--- config.mk ---
export PLATFORM = sky130hd
export DESIGN_NAME = scs_sequencer
export DESIGN_NICKNAME = d
export VERILOG_FILES = /design/src/scs_pkg.sv /design/src/scs_sync.sv /design/src/scs_fifo.sv /design/src/scs_sequencer.sv
export SDC_FILE = /design/constraint.sdc
export NUM_CORES = 1
export LEC_CHECK = 0
export BUFFER_PORTS_ARGS = -buffer_cell sky130_fd_sc_hd__buf_2
export CORE_MARGIN = 5
export CORE_UTILIZATION = 43
export DETAILED_ROUTE_END_ITERATION = 10
export PLACE_DENSITY_LB_ADDON = 0.1
export SLEW_MARGIN = 20
export SYNTH_ARGS = -nofsm -noshare
export SYNTH_HDL_FRONTEND = slang
export SYNTH_HIERARCHICAL = 1
export SYNTH_SLANG_ARGS = --single-unit
--- constraint.sdc ---
create_clock -name sys_clk -period 4.5 [get_ports sys_clk]
set_clock_uncertainty 0.2 [all_clocks]
set_input_delay 0.45 -clock sys_clk [delete_from_list [all_inputs] [get_ports sys_clk]]
set_output_delay 0.45 -clock sys_clk [all_outputs]
set_load 0.01 [all_outputs]
--- src/scs_pkg.sv ---
// Package of constants and types for the SAR conversion sequencer
package scs_pkg;
  // Converter geometry
  localparam int SCS_BITS = 16;
  localparam logic [15:0] SCS_CODE_MIN = 16'h0000;
  localparam logic [15:0] SCS_CODE_MAX = 16'hFFFF;
  localparam logic [15:0] SCS_CODE_MID = 16'h8000;
  localparam logic [15:0] SCS_TWOS_FLIP = 16'h8000;
  // Clock rate
  localparam int SCS_CLK_KHZ = 10000;
  // Timing: minimum period per mode in ns, warp gap limit in us
  localparam int SCS_WARP_PERIOD_NS = 1000;
  localparam int SCS_NORM_PERIOD_NS = 1250;
  localparam int SCS_WARP_GAP_US = 1000;
  localparam int SCS_WARP_GAP_CYC = (SCS_WARP_GAP_US * SCS_CLK_KHZ) / 1000;
  // Conversion steps: one bit trial each, one cycle for the code, acquisition cycles
  localparam int SCS_LP_ACQ_CYC = 4;
  // Register map of the plain register port
  localparam logic [3:0] SCS_REG_CTRL = 4'h0;
  localparam logic [3:0] SCS_REG_STATUS = 4'h1;
  localparam logic [3:0] SCS_REG_RESULT = 4'h2;
  localparam logic [3:0] SCS_REG_COUNT = 4'h3;
  // Control register fields
  localparam int SCS_CTRL_MODE_LSB = 0;
  localparam int SCS_CTRL_CODING_BIT = 2;
  localparam logic [2:0] SCS_CTRL_RESET = 3'h0;
  // Operating modes
  typedef enum logic [1:0] {
    SCS_MODE_WARP = 2'h0,
    SCS_MODE_NORMAL = 2'h1,
    SCS_MODE_LOWPOWER = 2'h2
  } scs_mode_e;
endpackage : scs_pkg

--- src/scs_sync.sv ---
// Three-stage synchroniser with agreement filter for a pin input
`timescale 1ns/100ps
module scs_sync #(
  parameter logic RESET_VAL = 1'b1
) (
  // Clock and reset
  input wire logic sys_clk,
  input wire logic rst,
  // Pin and filtered level
  input wire logic pin_in,
  output logic level_out
);
  logic s1_q;
  logic s2_q;
  logic s3_q;

  // Shift chain; only s2 reads s1
  always_ff @(posedge sys_clk or posedge rst) begin
    if (rst) begin
      s1_q <= RESET_VAL;
      s2_q <= RESET_VAL;
      s3_q <= RESET_VAL;
    end else begin
      s1_q <= pin_in;
      s2_q <= s1_q;
      s3_q <= s2_q;
    end
  end

  // Level changes once second and third stage agree
  always_ff @(posedge sys_clk or posedge rst) begin
    if (rst) begin
      level_out <= RESET_VAL;
    end else if (s2_q == s3_q) begin
      level_out <= s3_q;
    end
  end
endmodule : scs_sync

--- src/scs_fifo.sv ---
// Result FIFO with valid/ready on both sides
`timescale 1ns/100ps
module scs_fifo #(
  parameter int WIDTH = 16,
  parameter int DEPTH = 16
) (
  // Clock and reset
  input wire logic sys_clk,
  input wire logic rst,
  // Fill side
  input wire logic in_valid,
  output logic in_ready,
  input wire logic [WIDTH-1:0] in_data,
  // Drain side
  output logic out_valid,
  input wire logic out_ready,
  output logic [WIDTH-1:0] out_data,
  // Fill level
  output logic [$clog2(DEPTH+1)-1:0] level
);
  localparam int AW = $clog2(DEPTH);
  logic [WIDTH-1:0] mem [DEPTH];
  logic [AW-1:0] wr_q;
  logic [AW-1:0] rd_q;
  logic [$clog2(DEPTH+1)-1:0] cnt_q;
  logic push;
  logic pop;

  // Handshake terms
  assign in_ready = (cnt_q != DEPTH[$clog2(DEPTH+1)-1:0]);
  assign out_valid = (cnt_q != '0);
  assign push = in_valid && in_ready;
  assign pop = out_valid && out_ready;
  assign out_data = mem[rd_q];
  assign level = cnt_q;

  // Storage array
  always_ff @(posedge sys_clk) begin
    if (push) begin
      mem[wr_q] <= in_data;
    end
  end

  // Pointers and count
  always_ff @(posedge sys_clk or posedge rst) begin
    if (rst) begin
      wr_q <= '0;
      rd_q <= '0;
      cnt_q <= '0;
    end else begin
      if (push) begin
        wr_q <= (wr_q == AW'(DEPTH - 1)) ? '0 : wr_q + 1'b1;
      end
      if (pop) begin
        rd_q <= (rd_q == AW'(DEPTH - 1)) ? '0 : rd_q + 1'b1;
      end
      if (push && !pop) begin
        cnt_q <= cnt_q + 1'b1;
      end else if (pop && !push) begin
        cnt_q <= cnt_q - 1'b1;
      end
    end
  end
endmodule : scs_fifo

--- src/scs_sequencer.sv ---
// SAR conversion sequencer: sampling, bit search, coding, result FIFO
//
// Overview of operation
// - Falling convert_start_n ends acquisition and starts a conversion.
// - Input minus ground-sense is frozen at conversion start and converted.
// - Successive approximation, MSB first, sixteen binary-weighted trials.
// - After the last bit the code is formed, then BUSY drops.
// - Each result belongs to its own sample, no pipeline latency.
// - Three modes: fastest, normal, low-power, chosen by the host.
// - Fastest mode runs to 1 MSPS; accuracy needs starts within 1 ms.
// - Normal mode runs to 800 kSPS with any start spacing.
// - Low-power mode cuts power between conversions.
// - Coding select picks straight binary or twos complement.
// - One step is reference/65536; twos complement inverts the MSB.
// - Over-range clamps to FFFF binary or 7FFF twos complement.
// - Under-range clamps to 0000 binary or 8000 twos complement.
// - Ground-sense is sampled at the same instant as the main input.
// - A started conversion always completes; no restart, no abort.
// - Low-power mode with start held low self-times acquisition and restarts.
`timescale 1ns/100ps
module scs_sequencer
  import scs_pkg::*;
#(
  parameter int BITS = scs_pkg::SCS_BITS,
  parameter int FIFO_DEPTH = 16,
  parameter int WARP_GAP_CYC = scs_pkg::SCS_WARP_GAP_CYC,
  parameter int LP_ACQ_CYC = scs_pkg::SCS_LP_ACQ_CYC
) (
  // Clock and reset
  input wire logic sys_clk,
  input wire logic rst,
  // Host pins
  input wire logic convert_start_n,
  input wire logic output_coding_select,
  input wire logic [1:0] mode_select,
  input wire logic power_down_input,
  // Analog front end, digitised sample values
  input wire logic [BITS-1:0] analog_in,
  input wire logic [BITS-1:0] input_ground_sense,
  input wire logic over_range,
  // Sample and hold control
  output logic hold,
  output logic analog_power_down,
  // Status pins
  output logic busy,
  output logic stale_result,
  // Register port
  input wire logic [3:0] reg_addr,
  input wire logic [15:0] reg_wdata,
  input wire logic reg_wr,
  input wire logic reg_rd,
  output logic [15:0] reg_rdata,
  // Result stream
  output logic res_valid,
  input wire logic res_ready,
  output logic [BITS-1:0] res_data
);
  import scs_pkg::*;

  // ==========================================================
  // Types and functions
  typedef enum {
    ST_ACQ,
    ST_CONV,
    ST_FORM,
    ST_PUSH
  } scs_state_e;

  // Apply output coding: twos complement inverts the MSB
  function automatic logic [BITS-1:0] scs_apply_coding(input logic [BITS-1:0] raw, input logic twos);
    scs_apply_coding = twos ? (raw ^ SCS_TWOS_FLIP[BITS-1:0]) : raw;
  endfunction : scs_apply_coding

  // Minimum cycles between starts for a mode period in ns, rounded up
  function automatic logic [15:0] scs_period_cyc(input int ns);
    scs_period_cyc = 16'((ns * (SCS_CLK_KHZ / 1000) + 999) / 1000);
  endfunction : scs_period_cyc

  // ==========================================================
  // Synchronised pins
  logic start_n_s;
  logic coding_s;
  logic pd_s;
  logic start_n_prev_q;
  logic start_fall;

  scs_sync #(.RESET_VAL(1'b1)) u_sync_start (
    .sys_clk(sys_clk),
    .rst(rst),
    .pin_in(convert_start_n),
    .level_out(start_n_s)
  );

  scs_sync #(.RESET_VAL(1'b0)) u_sync_pd (
    .sys_clk(sys_clk),
    .rst(rst),
    .pin_in(power_down_input),
    .level_out(pd_s)
  );

  scs_sync #(.RESET_VAL(1'b0)) u_sync_coding (
    .sys_clk(sys_clk),
    .rst(rst),
    .pin_in(output_coding_select),
    .level_out(coding_s)
  );

  // Edge detector on the filtered start level
  always_ff @(posedge sys_clk or posedge rst) begin
    if (rst) begin
      start_n_prev_q <= 1'b1;
    end else begin
      start_n_prev_q <= start_n_s;
    end
  end

  assign start_fall = start_n_prev_q && !start_n_s;

  // ==========================================================
  // Control register: mode and coding override
  logic [2:0] ctrl_q;
  logic ctrl_en_q;
  scs_mode_e mode;
  logic twos;

  // Register writes
  always_ff @(posedge sys_clk or posedge rst) begin
    if (rst) begin
      ctrl_q <= SCS_CTRL_RESET;
      ctrl_en_q <= 1'b0;
    end else if (reg_wr && reg_addr == SCS_REG_CTRL) begin
      ctrl_q <= reg_wdata[2:0];
      ctrl_en_q <= reg_wdata[15];
    end
  end

  // Mode from pins unless software takes over
  always_comb begin
    logic [1:0] m;
    m = ctrl_en_q ? ctrl_q[SCS_CTRL_MODE_LSB +: 2] : mode_select;
    case (m)
      2'h1: mode = SCS_MODE_NORMAL;
      2'h2: mode = SCS_MODE_LOWPOWER;
      default: mode = SCS_MODE_WARP;
    endcase
  end

  assign twos = ctrl_en_q ? ctrl_q[SCS_CTRL_CODING_BIT] : coding_s;

  // ==========================================================
  // Sequencer state
  scs_state_e state_q;
  logic [BITS-1:0] held_q;
  logic held_over_q;
  logic held_under_q;
  logic [BITS-1:0] trial_q;
  logic [BITS-1:0] bit_q;
  logic [BITS-1:0] code_q;
  logic [15:0] space_q;
  logic [7:0] acq_q;
  logic rate_ok;
  logic auto_start;
  logic go;
  logic fifo_in_ready;

  // Rate limiter: a new start is accepted once the mode's period has passed
  always_comb begin
    case (mode)
      SCS_MODE_WARP: rate_ok = (space_q >= scs_period_cyc(SCS_WARP_PERIOD_NS));
      SCS_MODE_NORMAL: rate_ok = (space_q >= scs_period_cyc(SCS_NORM_PERIOD_NS));
      default: rate_ok = (space_q >= scs_period_cyc(SCS_NORM_PERIOD_NS));
    endcase
  end

  // Low-power self-start when start is held low after acquisition time
  assign auto_start = (mode == SCS_MODE_LOWPOWER) && !start_n_s && (acq_q >= 8'(LP_ACQ_CYC));
  assign go = (state_q == ST_ACQ) && rate_ok && (start_fall || auto_start);

  // Acquisition timer for the self-start path
  always_ff @(posedge sys_clk or posedge rst) begin
    if (rst) begin
      acq_q <= '0;
    end else if (state_q != ST_ACQ) begin
      acq_q <= '0;
    end else if (acq_q != 8'hFF) begin
      acq_q <= acq_q + 8'h01;
    end
  end

  // Start-to-start spacing counter, saturating
  always_ff @(posedge sys_clk or posedge rst) begin
    if (rst) begin
      space_q <= 16'hFFFF;
    end else if (go) begin
      space_q <= 16'h0001;
    end else if (space_q != 16'hFFFF) begin
      space_q <= space_q + 16'h0001;
    end
  end

  // Main state machine; conversion ignores new starts and power-down
  always_ff @(posedge sys_clk or posedge rst) begin
    if (rst) begin
      state_q <= ST_ACQ;
    end else begin
      case (state_q)
        ST_ACQ: if (go) state_q <= ST_CONV;
        ST_CONV: if (bit_q[0]) state_q <= ST_FORM;
        ST_FORM: state_q <= ST_PUSH;
        ST_PUSH: if (fifo_in_ready) state_q <= ST_ACQ;
        default: state_q <= ST_ACQ;
      endcase
    end
  end

  // Freeze input and ground-sense together at the start instant
  always_ff @(posedge sys_clk or posedge rst) begin
    if (rst) begin
      held_q <= '0;
      held_over_q <= 1'b0;
      held_under_q <= 1'b0;
    end else if (go) begin
      held_under_q <= (analog_in < input_ground_sense);
      held_over_q <= over_range;
      held_q <= analog_in - input_ground_sense;
    end
  end

  // Bit search: trial bit walks MSB to LSB, compare against held value
  always_ff @(posedge sys_clk or posedge rst) begin
    if (rst) begin
      trial_q <= '0;
      bit_q <= '0;
    end else if (go) begin
      trial_q <= '0;
      bit_q <= {1'b1, {(BITS-1){1'b0}}};
    end else if (state_q == ST_CONV) begin
      if ((trial_q | bit_q) <= held_q) begin
        trial_q <= trial_q | bit_q;
      end
      bit_q <= bit_q >> 1;
    end
  end

  // Output code with clamping and coding, from this sample only
  always_ff @(posedge sys_clk or posedge rst) begin
    if (rst) begin
      code_q <= '0;
    end else if (state_q == ST_FORM) begin
      if (held_over_q) begin
        code_q <= scs_apply_coding(SCS_CODE_MAX[BITS-1:0], twos);
      end else if (held_under_q) begin
        code_q <= scs_apply_coding(SCS_CODE_MIN[BITS-1:0], twos);
      end else begin
        code_q <= scs_apply_coding(trial_q, twos);
      end
    end
  end

  // ==========================================================
  // Pin outputs
  logic busy_q;
  logic hold_q;
  logic apd_q;
  logic stale_q;
  logic [15:0] gap_q;
  logic [15:0] count_q;

  // BUSY high from start until the code is formed
  always_ff @(posedge sys_clk or posedge rst) begin
    if (rst) begin
      busy_q <= 1'b0;
      hold_q <= 1'b0;
    end else begin
      busy_q <= go || (busy_q && state_q != ST_FORM);
      hold_q <= go || (hold_q && state_q == ST_CONV && !bit_q[0]);
    end
  end

  // Low-power mode powers the analog core down between conversions
  always_ff @(posedge sys_clk or posedge rst) begin
    if (rst) begin
      apd_q <= 1'b0;
    end else begin
      apd_q <= (pd_s || mode == SCS_MODE_LOWPOWER) && state_q == ST_ACQ && !go;
    end
  end

  // Gap tracker: flags the first fast-mode result after a long idle
  always_ff @(posedge sys_clk or posedge rst) begin
    if (rst) begin
      gap_q <= 16'hFFFF;
      stale_q <= 1'b1;
    end else if (go) begin
      stale_q <= (mode == SCS_MODE_WARP) && (gap_q > 16'(WARP_GAP_CYC));
      gap_q <= '0;
    end else if (gap_q != 16'hFFFF) begin
      gap_q <= gap_q + 16'h0001;
    end
  end

  // Completed conversion counter
  always_ff @(posedge sys_clk or posedge rst) begin
    if (rst) begin
      count_q <= '0;
    end else if (state_q == ST_FORM) begin
      count_q <= count_q + 16'h0001;
    end
  end

  assign busy = busy_q;
  assign hold = hold_q;
  assign analog_power_down = apd_q;
  assign stale_result = stale_q;

  // ==========================================================
  // Result FIFO
  logic [$clog2(FIFO_DEPTH+1)-1:0] fifo_level;

  scs_fifo #(.WIDTH(BITS), .DEPTH(FIFO_DEPTH)) u_fifo (
    .sys_clk(sys_clk),
    .rst(rst),
    .in_valid(state_q == ST_PUSH),
    .in_ready(fifo_in_ready),
    .in_data(code_q),
    .out_valid(res_valid),
    .out_ready(res_ready),
    .out_data(res_data),
    .level(fifo_level)
  );

  // ==========================================================
  // Register read port, data one cycle after the strobe
  always_ff @(posedge sys_clk or posedge rst) begin
    if (rst) begin
      reg_rdata <= '0;
    end else if (reg_rd) begin
      case (reg_addr)
        SCS_REG_CTRL: reg_rdata <= {ctrl_en_q, 12'h000, ctrl_q};
        SCS_REG_STATUS: reg_rdata <= {8'h00, 3'(fifo_level >> 2), apd_q, stale_q, hold_q, mode == SCS_MODE_LOWPOWER, busy_q};
        SCS_REG_RESULT: reg_rdata <= 16'(code_q);
        SCS_REG_COUNT: reg_rdata <= count_q;
        default: reg_rdata <= 16'h0000;
      endcase
    end
  end
endmodule : scs_sequencer

==> results_dict.tcl <==
set metrics [dict create \
    max_slew_margin_pct 39.3 \
    place_congestion 0.798 \
    clkPwrFrac_pct 25.2 \
    syn_inst 1343 \
    yosys-top-cells-count "256 x edfxtp_1, 136 x dfrtp_1, 99 x nor2_1" \
    path_delay_family "flip-flops" \
    grt_max_degree 65 \
    grtUsageTotal_pct 17.0 \
    hpwl_um 26600 \
    via_count 11000 \
    hold_path.class "input port to flop" \
    finalMaxSlewViolations 0 \
    synth_area_um2 19000 \
    status "completed" \
    grt.overflow.total 0 \
    p_seq_share_pct 46.5 \
    cp_cell_sequence "buf_12 -> mux4_1 -> a22oi_1 -> nand2_1 -> buf_2" \
    die_area_um2 48500 \
    synth-seq-cells 430 \
    hold_viol 0 \
    p_int_w 0.00913 \
    die_w_um 220 \
    vias_per_cell 5.28 \
    drt-total-wl_um 40800 \
    cp-end-kind "output port" \
    grt_pass1_wl_um 64100 \
    finalSetupTns_ns 0 \
    drt-initial-drc-count 520 \
    coreArea_um2 43900 \
    powerDensity_nw_per_um2 634 \
    synth_top_cell_by_area "edfxtp_1" \
    ant_nets 0 \
    crit_slowest_cell "dfrtp_4" \
    synth_top_area_share_pct 40.5 \
    antennaDiodeCount 0 \
    setup_viol 0 \
    cap_violations 0 \
    port_buffers 87 \
    synth_edf_count 256 \
    cts_setup_buffers 0 \
    rows 77 \
    grt_pass1_vias 11200 \
    die_y_um 220 \
    clock.fmax_mhz 279 \
    worst_pin_slew_ns 0.910 \
    cts_tree "done" \
    postSynthAreaPerCell_um2 14.1 \
    antenna_found_initial 0 \
    multi_input_area_um2 6330 \
    ios 100 \
    drtPass1Iterations 5 \
    fin_nets 1579 \
    placedCellCount 1992 \
    p_sw_share_pct 33.6 \
    worstPathBufferInverterCount 2 \
    wl_per_cell_um 19.5 \
    drive_gt1_share_pct 20.9 \
    cts_inserted_buffers 46 \
    cts.repair.resized 0 \
    finalCritPeriodShare_pct 79.6 \
    crit_type "flop to output port" \
    clockBufferDepth 3 \
    cp-start-kind "flop" \
    period_needed_ns 3.58 \
    root_buffer "clkbuf_16" \
    cts.sinks 430 \
    floorplan.initialDensity_pct 43.2 \
    yosys-top-cells-area "edfxtp_1 40%, dfrtp_1 18%, mux4_2 5.3%, dfstp_2 5.3%, ha_1 3.6%" \
    clk_pin_slew_ns 0.06 \
    p_sw_w 0.00461 \
    yosysWarnings 6 \
    synth.net_count 1463 \
    register_area_um2 12100 \
    synth_most_common_cell "edfxtp_1" \
    p_total_w 0.0137 \
    ir_drop_uv 314 \
    clock_latency_ns 0.57 \
    fin_hold_ws_ns 0.0474 \
    required_ns 3.85 \
    worst-path-max-fanout 36 \
    max_stage_delay_ns 0.86 \
    final_util_pct 49.3 \
    synth_cell_types 69 \
    drc 0 \
    yosysSeqAreaShare_pct 63.7 \
    power.leakage_nw 8.33 \
    instances_no_fill 2088 \
    synthToLayoutAreaGrowth_pct 14.1 \
    cts_htree_levels 2 \
    rsz0062_at_grt "false" \
    fillCellCount 3886 \
    ys_async_sr_fraction_pct 40.5 \
    p_comb_share_pct 28.3 \
    arrival_ns 2.93 \
    synth_top_flop_cell "edfxtp_1" \
]
kinds of logic (layout without fill, tap and decap cells):
logic type / after synthesis / count (layout) / synth area share [%]
adders and majority gates: 60 / 60 / 4.01
DFF: 430 / 430 / 63.7
muxes: 106 / 106 / 10.5
buffers and inverters: 138 / 291 / 3.23
and+or+nand+nor: 335 / 335 / 8.44
xor gates and xnor gates: 51 / 51 / 2.35
AOI/OAI and AO/OA: 223 / 223 / 7.76
worst register-to-register path, stage by stage (launching register included):
cell and delay, ns:
dfrtp_1 0.40, ha_1 0.21, a21boi_1 0.68, ha_1 0.31
inv_1 0.13, fa_1 0.42, a21o_1 0.21, a2111oi_0 0.47
a31oi_1 0.07, a221o_1 0.32
power groups by stage:
| stage | sequential [W] | clock [W] | combinational, W |
|---|---|---|---|
| 2_1_floorplan | 0.00594 | 0 | 0.00309 |
| 3_3_place_gp | 0.00646 | 0 | 0.00388 |
| 3_5_place_dp | 0.00650 | 0 | 0.00393 |
| 4_1_cts | 0.00643 | 0.00358 | 0.00396 |
| 5_1_grt | 0.00655 | 0.00376 | 0.00435 |
| 6_report | 0.00639 | 0.00347 | 0.00388 |
sequential cells by signal, summed over array words and instances (netlist names), 3 cells and up:
register	flops
acq_q	8
count_q	16
trial_q	16
bit_q	16
ctrl_q	3
code_q	16
u_fifo/rd_q	4
u_fifo/mem	256
reg_rdata	16
gap_q	16
space_q	16
held_q	16
u_fifo/wr_q	4
u_fifo/level	5
what timing repair did:
item                                    in CTS  in global routing
hold buffers                                10                  0
endpoints found under the hold margin       34                  0
endpoints found under the setup margin       0                  0
cell usage in the layout, fill, tap and decap left out, types with 12 or more instances in the layout:
| cell | netlist | routed |
|---|---|---|
| xor2_1 | 20 | 20 |
| or2_2 | 17 | 17 |
| nand3_1 | 37 | 37 |
| nor3_1 | 18 | 14 |
| nand4_1 | 17 | 17 |
| nor2_1 | 99 | 93 |
| clkbuf_1 | 39 | 16 |
| dfrtp_1 | 136 | 134 |
| xnor2_1 | 31 | 31 |
| mux4_2 | 45 | 45 |
| o22ai_1 | 16 | 16 |
| a22o_1 | 18 | 18 |
| dfstp_2 | 38 | 38 |
| clkbuf_16 | 0 | 46 |
| mux4_1 | 22 | 22 |
| edfxtp_1 | 256 | 256 |
| ha_1 | 55 | 55 |
| a21oi_1 | 55 | 55 |
| o21ai_0 | 38 | 38 |
| nand2_1 | 84 | 84 |
| inv_1 | 77 | 76 |
| a22oi_1 | 37 | 37 |
| a21o_1 | 12 | 12 |
| buf_2 | 6 | 87 |
| buf_4 | 3 | 27 |
| mux2i_1 | 24 | 24 |
| mux2_2 | 14 | 14 |
metrics by stage:
stage	instance area, um^2	worst slack (ns)
after detailed placement	20200	0.992
after CTS	21600	0.830
after global placement	20200	1.04
final	21700	0.918
after floorplan	19000	1.37
after global routing	21700	0.650
metal layers:
| metal | GRT usage (%) | routed length [um] | vias to the layer above |
|---|---|---|---|
| met3 | 2.94 | 1580 | 60 |
| met5 | 0 | 0 | - |
| met2 | 29.0 | 20100 | 172 |
| li1 | - | - | 5287 |
| met1 | 22.9 | 18200 | 5496 |
| met4 | 4.43 | 1000 | 0 |
worst paths after layout:
path	depth (start not counted)	to	slack (ns)	start
max	5	res_data[8]	0.92	u_fifo/rd_q[0]
min	4	reg_rdata[0]	0.05	reg_addr[2]
max reg2reg	9	u_fifo/level[4]	0.95	state_q[0]
min reg2reg	0	u_sync_coding/s2_q	0.15	u_sync_coding/s1_q
max in group asynchronous	4	gap_q[8]	3.05	rst
min in group asynchronous	3	u_sync_coding/s1_q	0.20	rst
final cells by class:
type	count	share of cell area (%)
flip-flops and latches	430	55.8
multi-input cells	775	29.2
clock buffers	66	5.85
repair buffers	128	3.78
well taps	592	3.42
inverters	78	1.37
clock inverters	19	0.514
Note: power is estimated with default switching activity, not from simulation.
